## src/smeis_pkg.sv

```systemverilog
// How it works
// - a decode error on a descriptor fetch sets status bit 10.
// - that error stops the channel by forcing run_stop to 0.
// - once run_stop is 0 and the engine has fully shut down, the halted flag reads 1.
// - the error loads the current descriptor pointer with the failing descriptor's address.
// - with several errors every flag is kept but the pointer holds only the first address.
// - the decode error stays set until a soft or hard reset, which software must issue.
// - the decode error is never written back into a descriptor, only into the status register.
// - without descriptor support the decode error bit is unused and reads 0.
// - status bit 11 always reads 0 and writes to it do nothing.
// - in descriptor mode, finishing a descriptor with its end-of-frame mark sets bit 12.
// - in simple mode, finishing a packet sets bit 12.
// - a completion drives the interrupt only when its enable is 1 and the threshold is met.
// - writing 1 to a write-to-clear flag clears it; writing 0 leaves it alone.
package smeis_pkg;

   // ------------------------------------------------------------
   // register bus
   // ------------------------------------------------------------
   localparam int ADDR_W = 8;
   localparam int DATA_W = 32;
   localparam logic [ADDR_W-1:0] OFS_CONTROL = 8'h00;
   localparam logic [ADDR_W-1:0] OFS_STATUS = 8'h04;
   localparam logic [ADDR_W-1:0] OFS_CUR_DESC = 8'h08;

   // ------------------------------------------------------------
   // channel_control fields
   // ------------------------------------------------------------
   localparam int CTL_RUN_STOP = 0;
   localparam int CTL_SOFT_RESET = 2;
   localparam int CTL_IOC_ENABLE = 12;
   localparam int CTL_THRESH_LSB = 16;
   localparam logic [7:0] THRESH_RESET = 8'h01;

   // ------------------------------------------------------------
   // channel_status fields
   // ------------------------------------------------------------
   localparam int STS_HALTED = 0;
   localparam int STS_IDLE = 1;
   localparam int STS_DEC_ERR = 10;
   localparam int STS_RSVD11 = 11;
   localparam int STS_IOC = 12;
   localparam int STS_COUNT_LSB = 16;

   // descriptor pointers are 64-byte aligned, low bits read as zero
   localparam int DESC_ALIGN = 6;
   localparam logic [DATA_W-1:0] DESC_MASK = 32'hFFFFFFC0;

   typedef enum logic [1:0] {
      ST_HALTED = 2'b00,
      ST_RUNNING = 2'b01,
      ST_STOPPING = 2'b11
   } smeis_state_type;

endpackage

```

## src/smeis_sticky_flag.sv

```systemverilog
`timescale 1ns/1ns
// sticky status bit: a set in the same cycle as a clear wins
module smeis_sticky_flag (
   // clock and reset
   input wire logic clk_i,
   input wire logic rst_i,
   // control
   input wire logic set_i,
   input wire logic clear_i,
   // state
   output logic flag_o
);
   always_ff @(posedge clk_i) begin
      if (rst_i) begin
         flag_o <= 1'b0;
      end else if (set_i) begin
         flag_o <= 1'b1;
      end else if (clear_i) begin
         flag_o <= 1'b0;
      end
   end
endmodule

```

## src/smeis_status.sv

```systemverilog
`timescale 1ns/1ns
module smeis_status #(
   parameter bit DESC_MODE = 1'b1
) (
   // clock and reset
   input wire logic clk_i,
   input wire logic rst_i,
   // register port
   input wire logic [smeis_pkg::ADDR_W-1:0] addr_i,
   input wire logic [smeis_pkg::DATA_W-1:0] wr_data_i,
   input wire logic wr_i,
   input wire logic rd_i,
   output logic [smeis_pkg::DATA_W-1:0] rd_data_o,
   // descriptor fetch path
   input wire logic fetch_dec_err_i,
   input wire logic [smeis_pkg::DATA_W-1:0] fetch_err_addr_i,
   // transfer path
   input wire logic engine_idle_i,
   input wire logic desc_done_i,
   input wire logic desc_eof_i,
   input wire logic packet_done_i,
   // channel outputs
   output logic run_stop_o,
   output logic halted_o,
   output logic soft_reset_o,
   output logic [smeis_pkg::DATA_W-1:0] cur_desc_o,
   output logic irq_o
);
   import smeis_pkg::*;

   // ------------------------------------------------------------
   // declarations
   // ------------------------------------------------------------
   smeis_state_type state;
   smeis_state_type next_state;
   logic [7:0] thresh;
   logic [7:0] ioc_count;
   logic ioc_enable;
   logic dec_err;
   logic ioc_flag;
   logic clr_all;
   logic wr_ctl;
   logic wr_sts;
   logic dec_err_event;
   logic ioc_event;
   logic ioc_clear;
   logic thresh_met;
   logic [DATA_W-1:0] ctl_word;
   logic [DATA_W-1:0] sts_word;

   // ------------------------------------------------------------
   // decode
   // ------------------------------------------------------------
   assign wr_ctl = wr_i && (addr_i == OFS_CONTROL);
   assign wr_sts = wr_i && (addr_i == OFS_STATUS);
   // soft reset acts one cycle after its write, same as a hard reset
   assign clr_all = rst_i || soft_reset_o;
   // the error input is ignored entirely without descriptor support
   assign dec_err_event = DESC_MODE && fetch_dec_err_i;
   assign ioc_event = DESC_MODE ? (desc_done_i && desc_eof_i)
                                : packet_done_i;
   assign ioc_clear = wr_sts && wr_data_i[STS_IOC];
   assign thresh_met = (ioc_count >= thresh);

   // ------------------------------------------------------------
   // soft reset pulse
   // ------------------------------------------------------------
   always_ff @(posedge clk_i) begin
      if (clr_all) begin
         soft_reset_o <= 1'b0;
      end else begin
         soft_reset_o <= wr_ctl && wr_data_i[CTL_SOFT_RESET];
      end
   end

   // ------------------------------------------------------------
   // control register
   // ------------------------------------------------------------
   always_ff @(posedge clk_i) begin
      if (clr_all) begin
         run_stop_o <= 1'b0;
         ioc_enable <= 1'b0;
         thresh <= THRESH_RESET;
      end else begin
         if (wr_ctl) begin
            ioc_enable <= wr_data_i[CTL_IOC_ENABLE];
            // a zero threshold would always be met; keep the old value
            if (wr_data_i[CTL_THRESH_LSB +: 8] != 8'h00) begin
               thresh <= wr_data_i[CTL_THRESH_LSB +: 8];
            end
         end
         // the error overrides a start written in the same cycle
         if (dec_err_event || dec_err) begin
            run_stop_o <= 1'b0;
         end else if (wr_ctl) begin
            run_stop_o <= wr_data_i[CTL_RUN_STOP];
         end
      end
   end

   // ------------------------------------------------------------
   // halt sequence
   // ------------------------------------------------------------
   always_comb begin
      next_state = state;
      case (state)
         ST_HALTED: begin
            if (run_stop_o) begin
               next_state = ST_RUNNING;
            end
         end
         ST_RUNNING: begin
            if (!run_stop_o) begin
               next_state = ST_STOPPING;
            end
         end
         ST_STOPPING: begin
            // a restart while draining goes back to running, never through halted
            if (run_stop_o) begin
               next_state = ST_RUNNING;
            end else if (engine_idle_i) begin
               // halted only once the engine has drained completely
               next_state = ST_HALTED;
            end
         end
         default: begin
            next_state = ST_HALTED;
         end
      endcase
   end

   always_ff @(posedge clk_i) begin
      if (clr_all) begin
         state <= ST_HALTED;
         halted_o <= 1'b1;
      end else begin
         state <= next_state;
         halted_o <= (next_state == ST_HALTED);
      end
   end

   // ------------------------------------------------------------
   // sticky flags
   // ------------------------------------------------------------
   // the decode error has no software clear: only reset removes it
   smeis_sticky_flag u_dec_err (
      .clk_i(clk_i),
      .rst_i(clr_all),
      .set_i(dec_err_event),
      .clear_i(1'b0),
      .flag_o(dec_err)
   );

   smeis_sticky_flag u_ioc_flag (
      .clk_i(clk_i),
      .rst_i(clr_all),
      .set_i(ioc_event),
      .clear_i(ioc_clear),
      .flag_o(ioc_flag)
   );

   // ------------------------------------------------------------
   // completion threshold count
   // ------------------------------------------------------------
   // counts completions since the flag was last cleared; saturates
   always_ff @(posedge clk_i) begin
      if (clr_all) begin
         ioc_count <= 8'h00;
      end else if (ioc_clear) begin
         ioc_count <= ioc_event ? 8'h01 : 8'h00;
      end else if (ioc_event && ioc_count != 8'hFF) begin
         ioc_count <= ioc_count + 8'h01;
      end
   end

   // ------------------------------------------------------------
   // current descriptor pointer
   // ------------------------------------------------------------
   // only the first failing address is kept, later ones would hide the cause
   always_ff @(posedge clk_i) begin
      if (clr_all) begin
         cur_desc_o <= '0;
      end else if (dec_err_event && !dec_err) begin
         cur_desc_o <= fetch_err_addr_i & DESC_MASK;
      end else if (wr_i && addr_i == OFS_CUR_DESC && state == ST_HALTED && !dec_err) begin
         cur_desc_o <= wr_data_i & DESC_MASK;
      end
   end

   // ------------------------------------------------------------
   // interrupt
   // ------------------------------------------------------------
   // level output; the decode error is reported by status only and
   // never reaches any descriptor write-back path
   always_ff @(posedge clk_i) begin
      if (clr_all) begin
         irq_o <= 1'b0;
      end else begin
         irq_o <= ioc_enable && ioc_flag && thresh_met && !ioc_clear;
      end
   end

   // ------------------------------------------------------------
   // read back
   // ------------------------------------------------------------
   always_comb begin
      ctl_word = '0;
      ctl_word[CTL_RUN_STOP] = run_stop_o;
      ctl_word[CTL_IOC_ENABLE] = ioc_enable;
      ctl_word[CTL_THRESH_LSB +: 8] = thresh;
      sts_word = '0;
      sts_word[STS_HALTED] = halted_o;
      sts_word[STS_IDLE] = engine_idle_i;
      sts_word[STS_DEC_ERR] = dec_err;
      sts_word[STS_RSVD11] = 1'b0;
      sts_word[STS_IOC] = ioc_flag;
      sts_word[STS_COUNT_LSB +: 8] = ioc_count;
   end

   // data stands only in the cycle after the read strobe
   always_ff @(posedge clk_i) begin
      if (rst_i || !rd_i) begin
         rd_data_o <= '0;
      end else begin
         case (addr_i)
            OFS_CONTROL: begin
               rd_data_o <= ctl_word;
            end
            OFS_STATUS: begin
               rd_data_o <= sts_word;
            end
            OFS_CUR_DESC: begin
               rd_data_o <= cur_desc_o;
            end
            default: begin
               rd_data_o <= '0;
            end
         endcase
      end
   end
endmodule

```

## config.mk

```make
export PLATFORM = sky130hd
export DESIGN_NAME = smeis_status
export DESIGN_NICKNAME = d
export VERILOG_FILES = /design/src/smeis_pkg.sv /design/src/smeis_sticky_flag.sv /design/src/smeis_status.sv
export SDC_FILE = /design/constraint.sdc
export NUM_CORES = 1
export LEC_CHECK = 0
export BUFFER_PORTS_ARGS = -buffer_cell sky130_fd_sc_hd__buf_4
export CELL_PAD_IN_SITES_DETAIL_PLACEMENT = 2
export CELL_PAD_IN_SITES_GLOBAL_PLACEMENT = 2
export CORE_UTILIZATION = 31
export CTS_BUF_LIST = sky130_fd_sc_hd__clkbuf_4
export CTS_CLUSTER_DIAMETER = 150
export DETAILED_ROUTE_END_ITERATION = 16
export GPL_TIMING_DRIVEN = 0
export PLACE_DENSITY_LB_ADDON = 0.1
export REMOVE_ABC_BUFFERS = 1
export SLEW_MARGIN = 20
export SYNTH_ARGS = -nofsm -noshare
export SYNTH_HDL_FRONTEND = slang
export SYNTH_SLANG_ARGS = --single-unit
export TNS_END_PERCENT = 50
```

## constraint.sdc

```tcl
create_clock -name clk_i -period 2.5 [get_ports clk_i]
set_input_delay 0.375 -clock clk_i [delete_from_list [all_inputs] [get_ports clk_i]]
set_output_delay 0.375 -clock clk_i [all_outputs]
set_load 0.01 [all_outputs]
```

==> reports/qor.txt, run 1 <==
========================================================================================
Result of the run                                                           complete, no violations
Post-CTS Setup Bufs                                                                    0
Number of endpoints failing setup at the final stage                                   0
Critical Path Fanout Max                                                              27
Final Routed Wirelength                                                          11.3 mm
Worst path buffer plus inverter count                                                  1
CTS Root Cell                                                                   clkbuf_4
Count of different cell masters after synthesis                                       43
Clock-pin transition on the worst setup and hold timing paths                    0.13 ns
Starting density of the core                                                       32.5%
Total power                                                                    0.00253 W
Synth-to-Final Area Change                                                         32.6%
Most frequent cell after synthesis                                               dfxtp_1
Standard cell core area                                                        11000 um2
Worst R2R Setup Slack                                                            0.26 ns
Actual slew at the worst max-slew pin                                            1.11 ns
Via Count                                                                           3233
Max-Slew Margin vs Limit                                                           25.7%
Number of buffers added by the clock tree synthesis step                               9
CP top delay family                                                         simple AND/OR/NAND/NOR gates
Total area of multi-input combinational cells                                   1810 um2
Peak supply drop                                                              0.000298 V
Number of failing hold endpoints at the final stage                                    0
Post-synthesis instance total                                                        377
Fraction of final layout cells with drive strength greater than 1                  34.6%
ANT nets after route                                                                   0
Main combinational cell family by area after synthesis                      simple AND/OR/NAND/NOR gates
Largest net degree at the start of global routing                                     41
Post-route DRC violation count                                                         0
Number of cells on the worst reg-to-reg path                                           4
Warnings, synthesis                                                                    0
Final-stage net count                                                                583
WP data required                                                                 2.79 ns
Die boundary height                                                               109 um
Final Cycle Share                                                                  90.6%
FFs w/ async S/R, synth                                                               0%
Synth top cells by count                                                    dfxtp_1 (79), mux2i_1 (38), nor2_1 (34), nor3_1 (29), a21oi_1 (21)
Reg-to-reg endpoint                                                         cur_desc_o[6]
Routability congestion estimate                                                    0.697
Top cell type by total area after synthesis                                      dfxtp_1
Maximum clock rate                                                             0.441 GHz
Register share of total power                                                      52.7%
Start point of the critical path                                               addr_i[3]
Hold path start                                                             fetch_dec_err_i
Mean post-synth cell area                                                       9.50 um2
Initial antenna violation count                                                        0
Total half-perimeter wirelength after legalization and detailed placement        8.30 mm
TritonCTS clock tree                                                                 yes
Area fraction in and, or, nand and nor cells after synthesis                       19.0%
Standard cell with the maximum stage delay on the critical path                   and4_2
Setup TNS                                                                           0 ns
Most used flip-flop cell after synthesis                                         dfxtp_1
CTS Sinks                                                                             79
RSZ-0062 raised after global routing                                               false
Global Route Usage Sum                                                             19.5%
Drt pass-1 iters                                                                       4
Power density over cell area                                                  532 nW/um2
First-pass GRT wire length                                                       17.6 mm
Number of rows created at floorplan                                                   38
Min-Delay Path Depth                                                                   2
Data arrival time of the critical path                                           2.56 ns
Filler instances                                                                    1267
Total congestion overflow after global routing                                         0
Number of diodes                                                                       0
Cell Int Power                                                                 0.00181 W
Standby leakage power                                                            1.98 nW
Startpoint Class                                                               input pin
CP peak stage delay                                                              0.76 ns
Comb pwr share                                                                     15.8%
Number of violations reported at the end of detailed-routing iteration 0              84
Cell Chain, Critical Path                                                   buf_4 > nor2b_2 > and4_2 > or2_4 > a211oi_1
Clk_lat worst skew                                                               0.45 ns
Type of the tightest min-delay check                                        input pin to flop
Count of final max-slew check failures                                                 0
Worst Hold Endpoint                                                           run_stop_o
Resized Gates After CTS                                                                3
Max-Cap Viols                                                                          0
Switching power                                                               0.000711 W
Worst R2R Start                                                             u_dec_err.flag_o
Layout Skew                                                                   0.00819 ns
EDFF count, synth                                                                      0
Xor/xnor cell area share of the yosys netlist                                     0.733%
Post-Synth Adder-Cell Area                                                         3.14%
Post-synthesis compound-gate area fraction                                         15.8%
Number of buffers on the longest clock path                                            2
Post-synth top area share                                                          44.1%
Multiplexer share of the synthesized area                                          10.6%
Synthesis-stage register bit count                                                    79
Clock H-tree levels                                                                    3
Quantity of I/O buffers inserted on ports                                            127
Wire length per cell                                                             17.7 um
Ratio of routed vias to standard cells                                              5.08
Clk network pwr share                                                              31.5%
Post-layout minimum cycle time                                                   2.27 ns
Die Footprint                                                                  12000 um2
Setup crit end kind                                                                 flop
Setup CP Type                                                               input pin to flop
Area of the mapped netlist                                                      3580 um2
Top Ports                                                                            149
Hold_buf cts                                                                           0
Proportion of synthesized chip area in sequential cells                            44.1%
Register Area                                                                   1580 um2
Main area contributors after synthesis                                      dfxtp_1 (44%), mux2i_1 (11%), a211oi_2 (7.0%)
Switching Share                                                                    28.2%
Vias in the first global route                                                      3459
Chip Width                                                                        109 um
========================================================================================
-- final cells by class --
type	instances	area share [%]
clock buffers	10	1.58
clock inverters	5	1.26
inverters	11	0.870
multi-input cells	263	38.2
flip-flops and latches	79	33.3
well taps	140	3.69
repair buffers	129	21.1
-- how the worst max path moves through the flow --
stage | endpoint | slack, ns | depth (start not counted)
4_1_cts | cur_desc_o[30] | 0.18 | 5
3_5_place_dp | cur_desc_o[6] | -1.26 | 5
2_1_floorplan | cur_desc_o[28] | -1.62 | 3
3_3_place_gp | cur_desc_o[31] | -3.32 | 4
5_1_grt | cur_desc_o[6] | 0.13 | 4
6_report | cur_desc_o[6] | 0.23 | 5
-- cell families (layout without fill, tap and decap cells) --
family | after synthesis | count (layout)
other | 1 | 10
xor gates and xnor gates | 3 | 3
and+or+nand+nor | 131 | 131
muxes | 38 | 38
AOI/OAI and AO/OA | 72 | 72
adders and majority gates | 9 | 9
DFF | 79 | 79
buffers and inverters | 44 | 155
-- registers in the layout, indices dropped and copies added, names as in the netlist --
name,cells
ioc_enable,1
irq_o,1
halted_o,1
soft_reset_o,1
u_ioc_flag.flag_o,1
ioc_count,8
run_stop_o,1
thresh,8
rd_data_o,28
cur_desc_o,26
state,2
u_dec_err.flag_o,1
-- power by group through the flow --
stage               sequential (W)  clock [W]  combinational (W)
floorplan                  0.00137          0           0.000179
global placement           0.00136          0           0.000390
detailed placement         0.00136          0           0.000404
CTS                        0.00133   0.000820           0.000406
global route               0.00134   0.000893           0.000429
finish                     0.00133   0.000797           0.000399
-- layer usage --
metal | wire (um) | vias to the layer above | GRT usage, % | part of all wire (%)
met5 | 0 | - | 0 | 0
met4 | 133 | 0 | 7.05 | 1.2
met3 | 656 | 10 | 4.62 | 5.8
met2 | 5640 | 97 | 35.0 | 50
met1 | 4830 | 1577 | 22.4 | 43
li1 | - | 1549 | - | -
-- placed cells by master, fill, tap and decap left out, types with 2 or more instances in the layout --
cell       count
dfxtp_1       79
mux2i_1       38
nand2_1       19
xor2_1         3
and3_1         4
nor2_1        34
clkbuf_4      10
nand3_1        5
inv_1         11
o2111ai_1      2
conb_1        10
buf_4        127
nor3_1        29
nand4_1        5
clkinv_4       2
and2_1        17
a21oi_1       21
a211oi_1       9
or4_1          2
nor2b_2        2
ha_1           9
a211oi_2      20
o211ai_1       3
o21ai_0       12
-- per-stage QoR --
| step | instance area, um2 | utilization [%] | cells | setup WS (ns) | hold slack (ns) |
|---|---|---|---|---|---|
| floorplan | 3420 | - | 353 | -1.62 | 0.440 |
| global placement | 4550 | 41.3 | 620 | -3.32 | 0.463 |
| detailed placement | 4610 | 41.8 | 622 | -1.26 | 0.475 |
| CTS | 4750 | 43.0 | 637 | 0.177 | 0.0937 |
| global route | 4750 | 43.0 | 637 | 0.128 | 0.0857 |
| finish | 4750 | 43.0 | 637 | 0.234 | 0.115 |
Power figures use the tool's default switching activity.
==> run 2: changes to the inputs <==
--- a/config.mk
+++ b/config.mk
@@ -14,7 +14,6 @@
 export DETAILED_ROUTE_END_ITERATION = 16
 export GPL_TIMING_DRIVEN = 0
 export PLACE_DENSITY_LB_ADDON = 0.1
-export REMOVE_ABC_BUFFERS = 1
 export SLEW_MARGIN = 20
 export SYNTH_ARGS = -nofsm -noshare
 export SYNTH_HDL_FRONTEND = slang
==> run 2 against run 1 <==
Effect of this change:
- final area grew 2.8%
- power grew 0.51%
- clock-buffer cell count shrank 1
- critical path type is now flop to flop
- global-route usage grew 2.1 points
- critical endpoint is now cur_desc_o[12]
- clock power shrank 0.9%
==> reports/qor.txt, run 2 (synthesized netlist as in run 1, its figures left out) <==
========================================================================================
Largest net degree at the start of global routing                                     15
Top Ports                                                                            149
Startpoint Class                                                                    flop
Peak supply drop                                                              0.000217 V
Top flop regs                                                               rd_data_o (28), cur_desc_o (26)
Post-CTS Setup Bufs                                                                    0
Number of failing hold endpoints at the final stage                                    0
Data arrival time of the critical path                                           2.15 ns
Total area of multi-input combinational cells                                   1800 um2
Total congestion overflow after global routing                                         0
CTS Root Cell                                                                   clkbuf_4
Number of buffers on the longest clock path                                            2
Worst path buffer plus inverter count                                                  3
Final-stage net count                                                                614
Ratio of routed vias to standard cells                                              5.01
Global Route Usage Sum                                                             21.6%
Actual slew at the worst max-slew pin                                           0.804 ns
Register ranked first by flip-flop count                                       rd_data_o
Most common library cell in the layout ignoring fill and taps                      buf_4
Cell Int Power                                                                 0.00182 W
TritonCTS clock tree                                                                 yes
Standard cell with the maximum stage delay on the critical path                  dfxtp_1
Via Count                                                                           3354
WP data required                                                                 2.79 ns
Power density over cell area                                                  520 nW/um2
Switching Share                                                                    28.4%
Filler instances                                                                    1254
Quantity of I/O buffers inserted on ports                                            127
Vias in the first global route                                                      3651
Register share of total power                                                      52.5%
Worst-case setup margin in the final layout                                     0.636 ns
Maximum clock rate                                                             0.537 GHz
Number of buffers added by the clock tree synthesis step                               9
Initial antenna violation count                                                        0
CTS Sinks                                                                             79
Clock H-tree levels                                                                    3
Clk_lat worst skew                                                               0.43 ns
Setup crit end kind                                                                 flop
Die boundary height                                                               109 um
Drt pass-1 iters                                                                       4
Die Footprint                                                                  12000 um2
Leading cell types in the layout, fill and taps excluded                    buf_4 (139), dfxtp_1 (79), mux2i_1 (38)
Setup TNS                                                                           0 ns
Layout Skew                                                                    0.0122 ns
Max-Cap Viols                                                                          0
Post-layout minimum cycle time                                                   1.86 ns
Register Area                                                                   1580 um2
Post-route DRC violation count                                                         0
Starting density of the core                                                       32.5%
Number of violations reported at the end of detailed-routing iteration 0             107
Routability congestion estimate                                                    0.753
Cell Chain, Critical Path                                                   nor4b_1 > and4_1 > buf_4 > or2_1 > buf_4 > buf_6 > a211oi_2
Hold_buf cts                                                                           0
CP peak stage delay                                                              0.38 ns
Fraction of final layout cells with drive strength greater than 1                  35.3%
Critical Path Fanout Max                                                              10
Final instance count without filler cells                                            669
Flip-flop count of the largest register, all copies and words added                   28
Chip Width                                                                        109 um
Standby leakage power                                                            2.08 nW
Wire length per cell                                                             18.2 um
Setup CP Type                                                               flop to flop
Switching power                                                               0.000721 W
Count of final max-slew check failures                                                 0
Max-Slew Margin vs Limit                                                           46.4%
Worst slack at placement                                                        0.200 ns
Most repeated library cell on the critical path                                    buf_4
First-pass GRT wire length                                                       19.3 mm
Number of diodes                                                                       0
CP top delay family                                                         simple AND/OR/NAND/NOR gates
Synth-to-Final Area Change                                                         36.3%
Type of the tightest min-delay check                                        input pin to flop
Clock-pin transition on the worst setup and hold timing paths                    0.13 ns
Number of rows created at floorplan                                                   38
Resized Gates After CTS                                                                0
Placed Cells                                                                         653
Final Cycle Share                                                                  74.5%
Clk network pwr share                                                              31.1%
Final Routed Wirelength                                                          12.2 mm
Total half-perimeter wirelength after legalization and detailed placement        9.61 mm
Number of endpoints failing setup at the final stage                                   0
RSZ-0062 raised after global routing                                               false
Comb pwr share                                                                     16.4%
Standard cell core area                                                        11000 um2
ANT nets after route                                                                   0
Result of the run                                                           complete, no violations
========================================================================================
run 2: metrics by stage:
stage / hold slack [ns] / utilization [%] / total power (W) / cell area (um2)
6_report: 0.132 / 44.3 / 0.00254 / 4880
5_1_grt: 0.112 / 44.3 / 0.00267 / 4880
4_1_cts: 0.109 / 44.3 / 0.00257 / 4880
3_5_place_dp: 0.478 / 43.0 / 0.00178 / 4740
3_3_place_gp: 0.467 / 43.0 / 0.00177 / 4740
2_1_floorplan: 0.440 / - / 0.00157 / 3620
run 2: power groups by stage:
stage                     Clock [W]  Sequential, W  Combinational [W]
after floorplan                   0        0.00137           0.000202
after global placement            0        0.00136           0.000408
after detailed placement          0        0.00136           0.000421
after CTS                  0.000811        0.00133           0.000424
after global routing       0.000874        0.00134           0.000455
final                      0.000790        0.00133           0.000417
run 2: worst paths after layout:
kind / from / end / slack, ns / cells past startpoint
max: u_dec_err.flag_o / cur_desc_o[12] / 0.64 / 7
min: fetch_dec_err_i / run_stop_o / 0.13 / 2
min reg2reg: cur_desc_o[13] / rd_data_o[13] / 0.49 / 1
max reg2reg: u_dec_err.flag_o / cur_desc_o[12] / 0.64 / 7
run 2: cell type report:
cell class                      count  share of cell area, %
Buffer                             33                   3.95
Tap cell                          140                   3.59
Clock inverter                      7                   1.46
Sequential cell                    79                   32.4
Timing Repair Buffer              127                   19.5
Clock buffer                        9                   1.38
Multi-Input combinational cell    263                   36.9
Inverter                           11                  0.846
run 2: layer usage:
layer / global-route usage, % / wire [um] / share of wire [%]
met3: 3.85 / 579 / 4.7
met5: 0 / 0 / 0
met4: 7.05 / 159 / 1.3
met1: 25.5 / 5210 / 43
met2: 39.2 / 6250 / 51
run 2: worst register-to-register path, stage by stage (launching register included):
cell and delay (ns):
dfxtp_1 0.38, nor4b_1 0.38, and4_1 0.25, buf_4 0.17
or2_1 0.11, buf_4 0.16, buf_6 0.19, a211oi_2 0.09
==> run 3: changes to the inputs <==
--- a/config.mk
+++ b/config.mk
@@ -8,7 +8,7 @@
 export BUFFER_PORTS_ARGS = -buffer_cell sky130_fd_sc_hd__buf_4
 export CELL_PAD_IN_SITES_DETAIL_PLACEMENT = 2
 export CELL_PAD_IN_SITES_GLOBAL_PLACEMENT = 2
-export CORE_UTILIZATION = 31
+export CORE_UTILIZATION = 26
 export CTS_BUF_LIST = sky130_fd_sc_hd__clkbuf_4
 export CTS_CLUSTER_DIAMETER = 150
 export DETAILED_ROUTE_END_ITERATION = 16
==> constraint.sdc (replaced) <==
create_clock -name clk_i -period 1.6 [get_ports clk_i]
set_input_delay 0.24 -clock clk_i [delete_from_list [all_inputs] [get_ports clk_i]]
set_output_delay 0.24 -clock clk_i [all_outputs]
set_load 0.01 [all_outputs]
==> run 3 against run 2 <==
Effect of this change:
- global-route usage shrank 3.6 points
- highest routed layer unchanged
- non-clock buffer count is 14 higher
- the run now ends with setup timing left
- first-iteration DRC count increased by 13%
- largest cell class unchanged
- sequential share of layout area decreased by 1.5 points
- largest power group unchanged
- clock power rose by 57%
==> reports/qor.txt, run 3 (synthesized netlist as in run 1, its figures left out) <==
========================================================================================
Synth-to-Final Area Change                                                         44.0%
Die Footprint                                                                  14300 um2
Worst path buffer plus inverter count                                                  3
CTS Sinks                                                                             79
Post-route DRC violation count                                                         0
Switching Share                                                                    28.2%
Ratio of routed vias to standard cells                                              4.64
Clk network pwr share                                                              30.8%
Number of diodes                                                                       0
Cell Int Power                                                                 0.00289 W
Number of failing hold endpoints at the final stage                                    0
Switching power                                                                0.00114 W
Number of endpoints failing setup at the final stage                                   5
Starting density of the core                                                       26.8%
Leading cell types in the layout, fill and taps excluded                    buf_4 (148), dfxtp_1 (73), mux2i_1 (38)
Peak supply drop                                                              0.000271 V
Failing checks                                                              setup timing
Number of buffers on the longest clock path                                            2
Most common library cell in the layout ignoring fill and taps                      buf_4
Max-Slew Margin vs Limit                                                           46.6%
Worst path depth                                                                       7
Flip-flop count of the largest register, all copies and words added                   28
Wire length per cell                                                             17.1 um
RSZ-0062 raised after global routing                                                true
CTS Root Cell                                                                   clkbuf_4
Result of the run                                                           finished with violations
Register ranked first by flip-flop count                                       rd_data_o
Via Count                                                                           3339
ANT nets after route                                                                   0
Maximum clock rate                                                             0.621 GHz
Standard cell with the maximum stage delay on the critical path                  dfxtp_4
Number of violations reported at the end of detailed-routing iteration 0             121
First-pass GRT wire length                                                       19.7 mm
Number of buffers added by the clock tree synthesis step                               9
Global Route Usage Sum                                                             18.0%
WP data required                                                                 1.95 ns
Quantity of I/O buffers inserted on ports                                            127
Data arrival time of the critical path                                           1.96 ns
Number of cells on the worst reg-to-reg path                                           7
Vias in the first global route                                                      3581
Max-Cap Viols                                                                          0
Number of rows created at floorplan                                                   42
Setup crit end kind                                                                 flop
Startpoint Class                                                                    flop
Total congestion overflow after global routing                                         0
Die boundary height                                                               119 um
CP top delay family                                                         simple AND/OR/NAND/NOR gates
Top Ports                                                                            149
Standby leakage power                                                            2.20 nW
Register share of total power                                                      51.7%
Final Routed Wirelength                                                          12.3 mm
Clock-pin transition on the worst setup and hold timing paths                    0.13 ns
Type of the tightest min-delay check                                        input pin to flop
Layout Skew                                                                    0.0149 ns
Power density over cell area                                                  780 nW/um2
Clk_lat worst skew                                                               0.45 ns
Final-stage net count                                                                628
Standard cell core area                                                        13300 um2
Final Cycle Share                                                                   101%
Worst-case setup margin in the final layout                                  -0.00946 ns
Initial antenna violation count                                                        0
Setup CP Type                                                               flop to flop
Total half-perimeter wirelength after legalization and detailed placement        9.40 mm
CP peak stage delay                                                              0.40 ns
Routability congestion estimate                                                    0.725
Count of final max-slew check failures                                                 0
Largest net degree at the start of global routing                                     14
Critical Path Fanout Max                                                               7
Chip Width                                                                        119 um
Clock H-tree levels                                                                    3
Top flop regs                                                               rd_data_o (28), cur_desc_o (26)
TritonCTS clock tree                                                                 yes
Min-Delay Path Depth                                                                   3
Fraction of final layout cells with drive strength greater than 1                  38.7%
Actual slew at the worst max-slew pin                                           0.801 ns
Most repeated library cell on the critical path                                    buf_6
Comb pwr share                                                                     17.5%
Drt pass-1 iters                                                                       4
Cell Chain, Critical Path                                                   nor4b_4 > and4_1 > buf_6 > or2_1 > buf_6 > buf_4 > a211oi_1
Placed Cells                                                                         689
Post-layout minimum cycle time                                                   1.61 ns
Final instance count without filler cells                                            719
Setup TNS                                                                     -0.0315 ns
========================================================================================
## run 3: changes by cell type in the layout (fill, tap and decap cells not counted), sizes merged
cell | previous run | this run
dlygate4sd3 | 0 | 3
clkinvlp | 2 | 1
inv | 13 | 11
clkinv | 2 | 4
clkbuf | 20 | 23
buf | 149 | 158
## run 3: final cells by class
cell class	count	area (um2)
Fill cell	1520	8190
Clock inverter	6	61.3
Multi-Input combinational cell	263	1830
Sequential cell	79	1590
Buffer	33	239
Inverter	11	41.3
Timing Repair Buffer	141	1100
Clock buffer	10	75.1
Tap cell	176	220
## run 3: worst reg2reg max path, cell delays in order (launching register included)
cell and delay [ns]:
dfxtp_4 0.40, nor4b_4 0.05, and4_1 0.19, buf_6 0.13, or2_1 0.21, buf_6 0.16, buf_4 0.14, a211oi_1 0.24
## run 3: stage by stage
step	util [%]	area, um2	total power (W)	setup WS (ns)	hold slack, ns
after detailed placement	35.9	4790	0.00278	-0.540	0.456
after floorplan	-	3620	0.00245	0.0783	0.330
after global placement	35.9	4790	0.00277	-0.480	0.448
after CTS	38.2	5100	0.00408	-0.0356	0.00757
after global routing	38.6	5160	0.00423	-0.137	0.0163
final	38.6	5160	0.00403	-0.00946	0.0305
## run 3: worst paths after layout
path / slack [ns] / end / start
max: -0.009 / cur_desc_o[31] / u_dec_err.flag_o
min: 0.03 / u_dec_err.flag_o / fetch_dec_err_i
max reg2reg: -0.009 / cur_desc_o[31] / u_dec_err.flag_o
min reg2reg: 0.49 / u_ioc_flag.flag_o / u_ioc_flag.flag_o
## run 3: metal layers
metal / vias to the layer above / global-route usage (%) / part of all wire (%)
met1: 1614 / 22.2 / 45
met2: 72 / 31.4 / 51
met4: 0 / 6.48 / 1.2
met3: 9 / 2.87 / 3.6
met5: - / 0 / 0
li1: 1644 / - / -
## run 3: what timing repair did
action                                 CTS  global route
setup buffers                            7             2
pin swaps                                5             8
endpoints found under the hold margin    3             0
resized for setup                       20            10
hold buffers                             3             0
setup endpoints to repair               38            44
gates cloned                             1             1
## run 3: power by group through the flow
stage          combinational, W  clock, W  sequential [W]
2_1_floorplan          0.000315         0         0.00214
4_1_cts                0.000697   0.00130         0.00208
3_5_place_dp           0.000657         0         0.00213
6_report               0.000703   0.00124         0.00208
3_3_place_gp           0.000647         0         0.00212
5_1_grt                0.000758   0.00137         0.00209
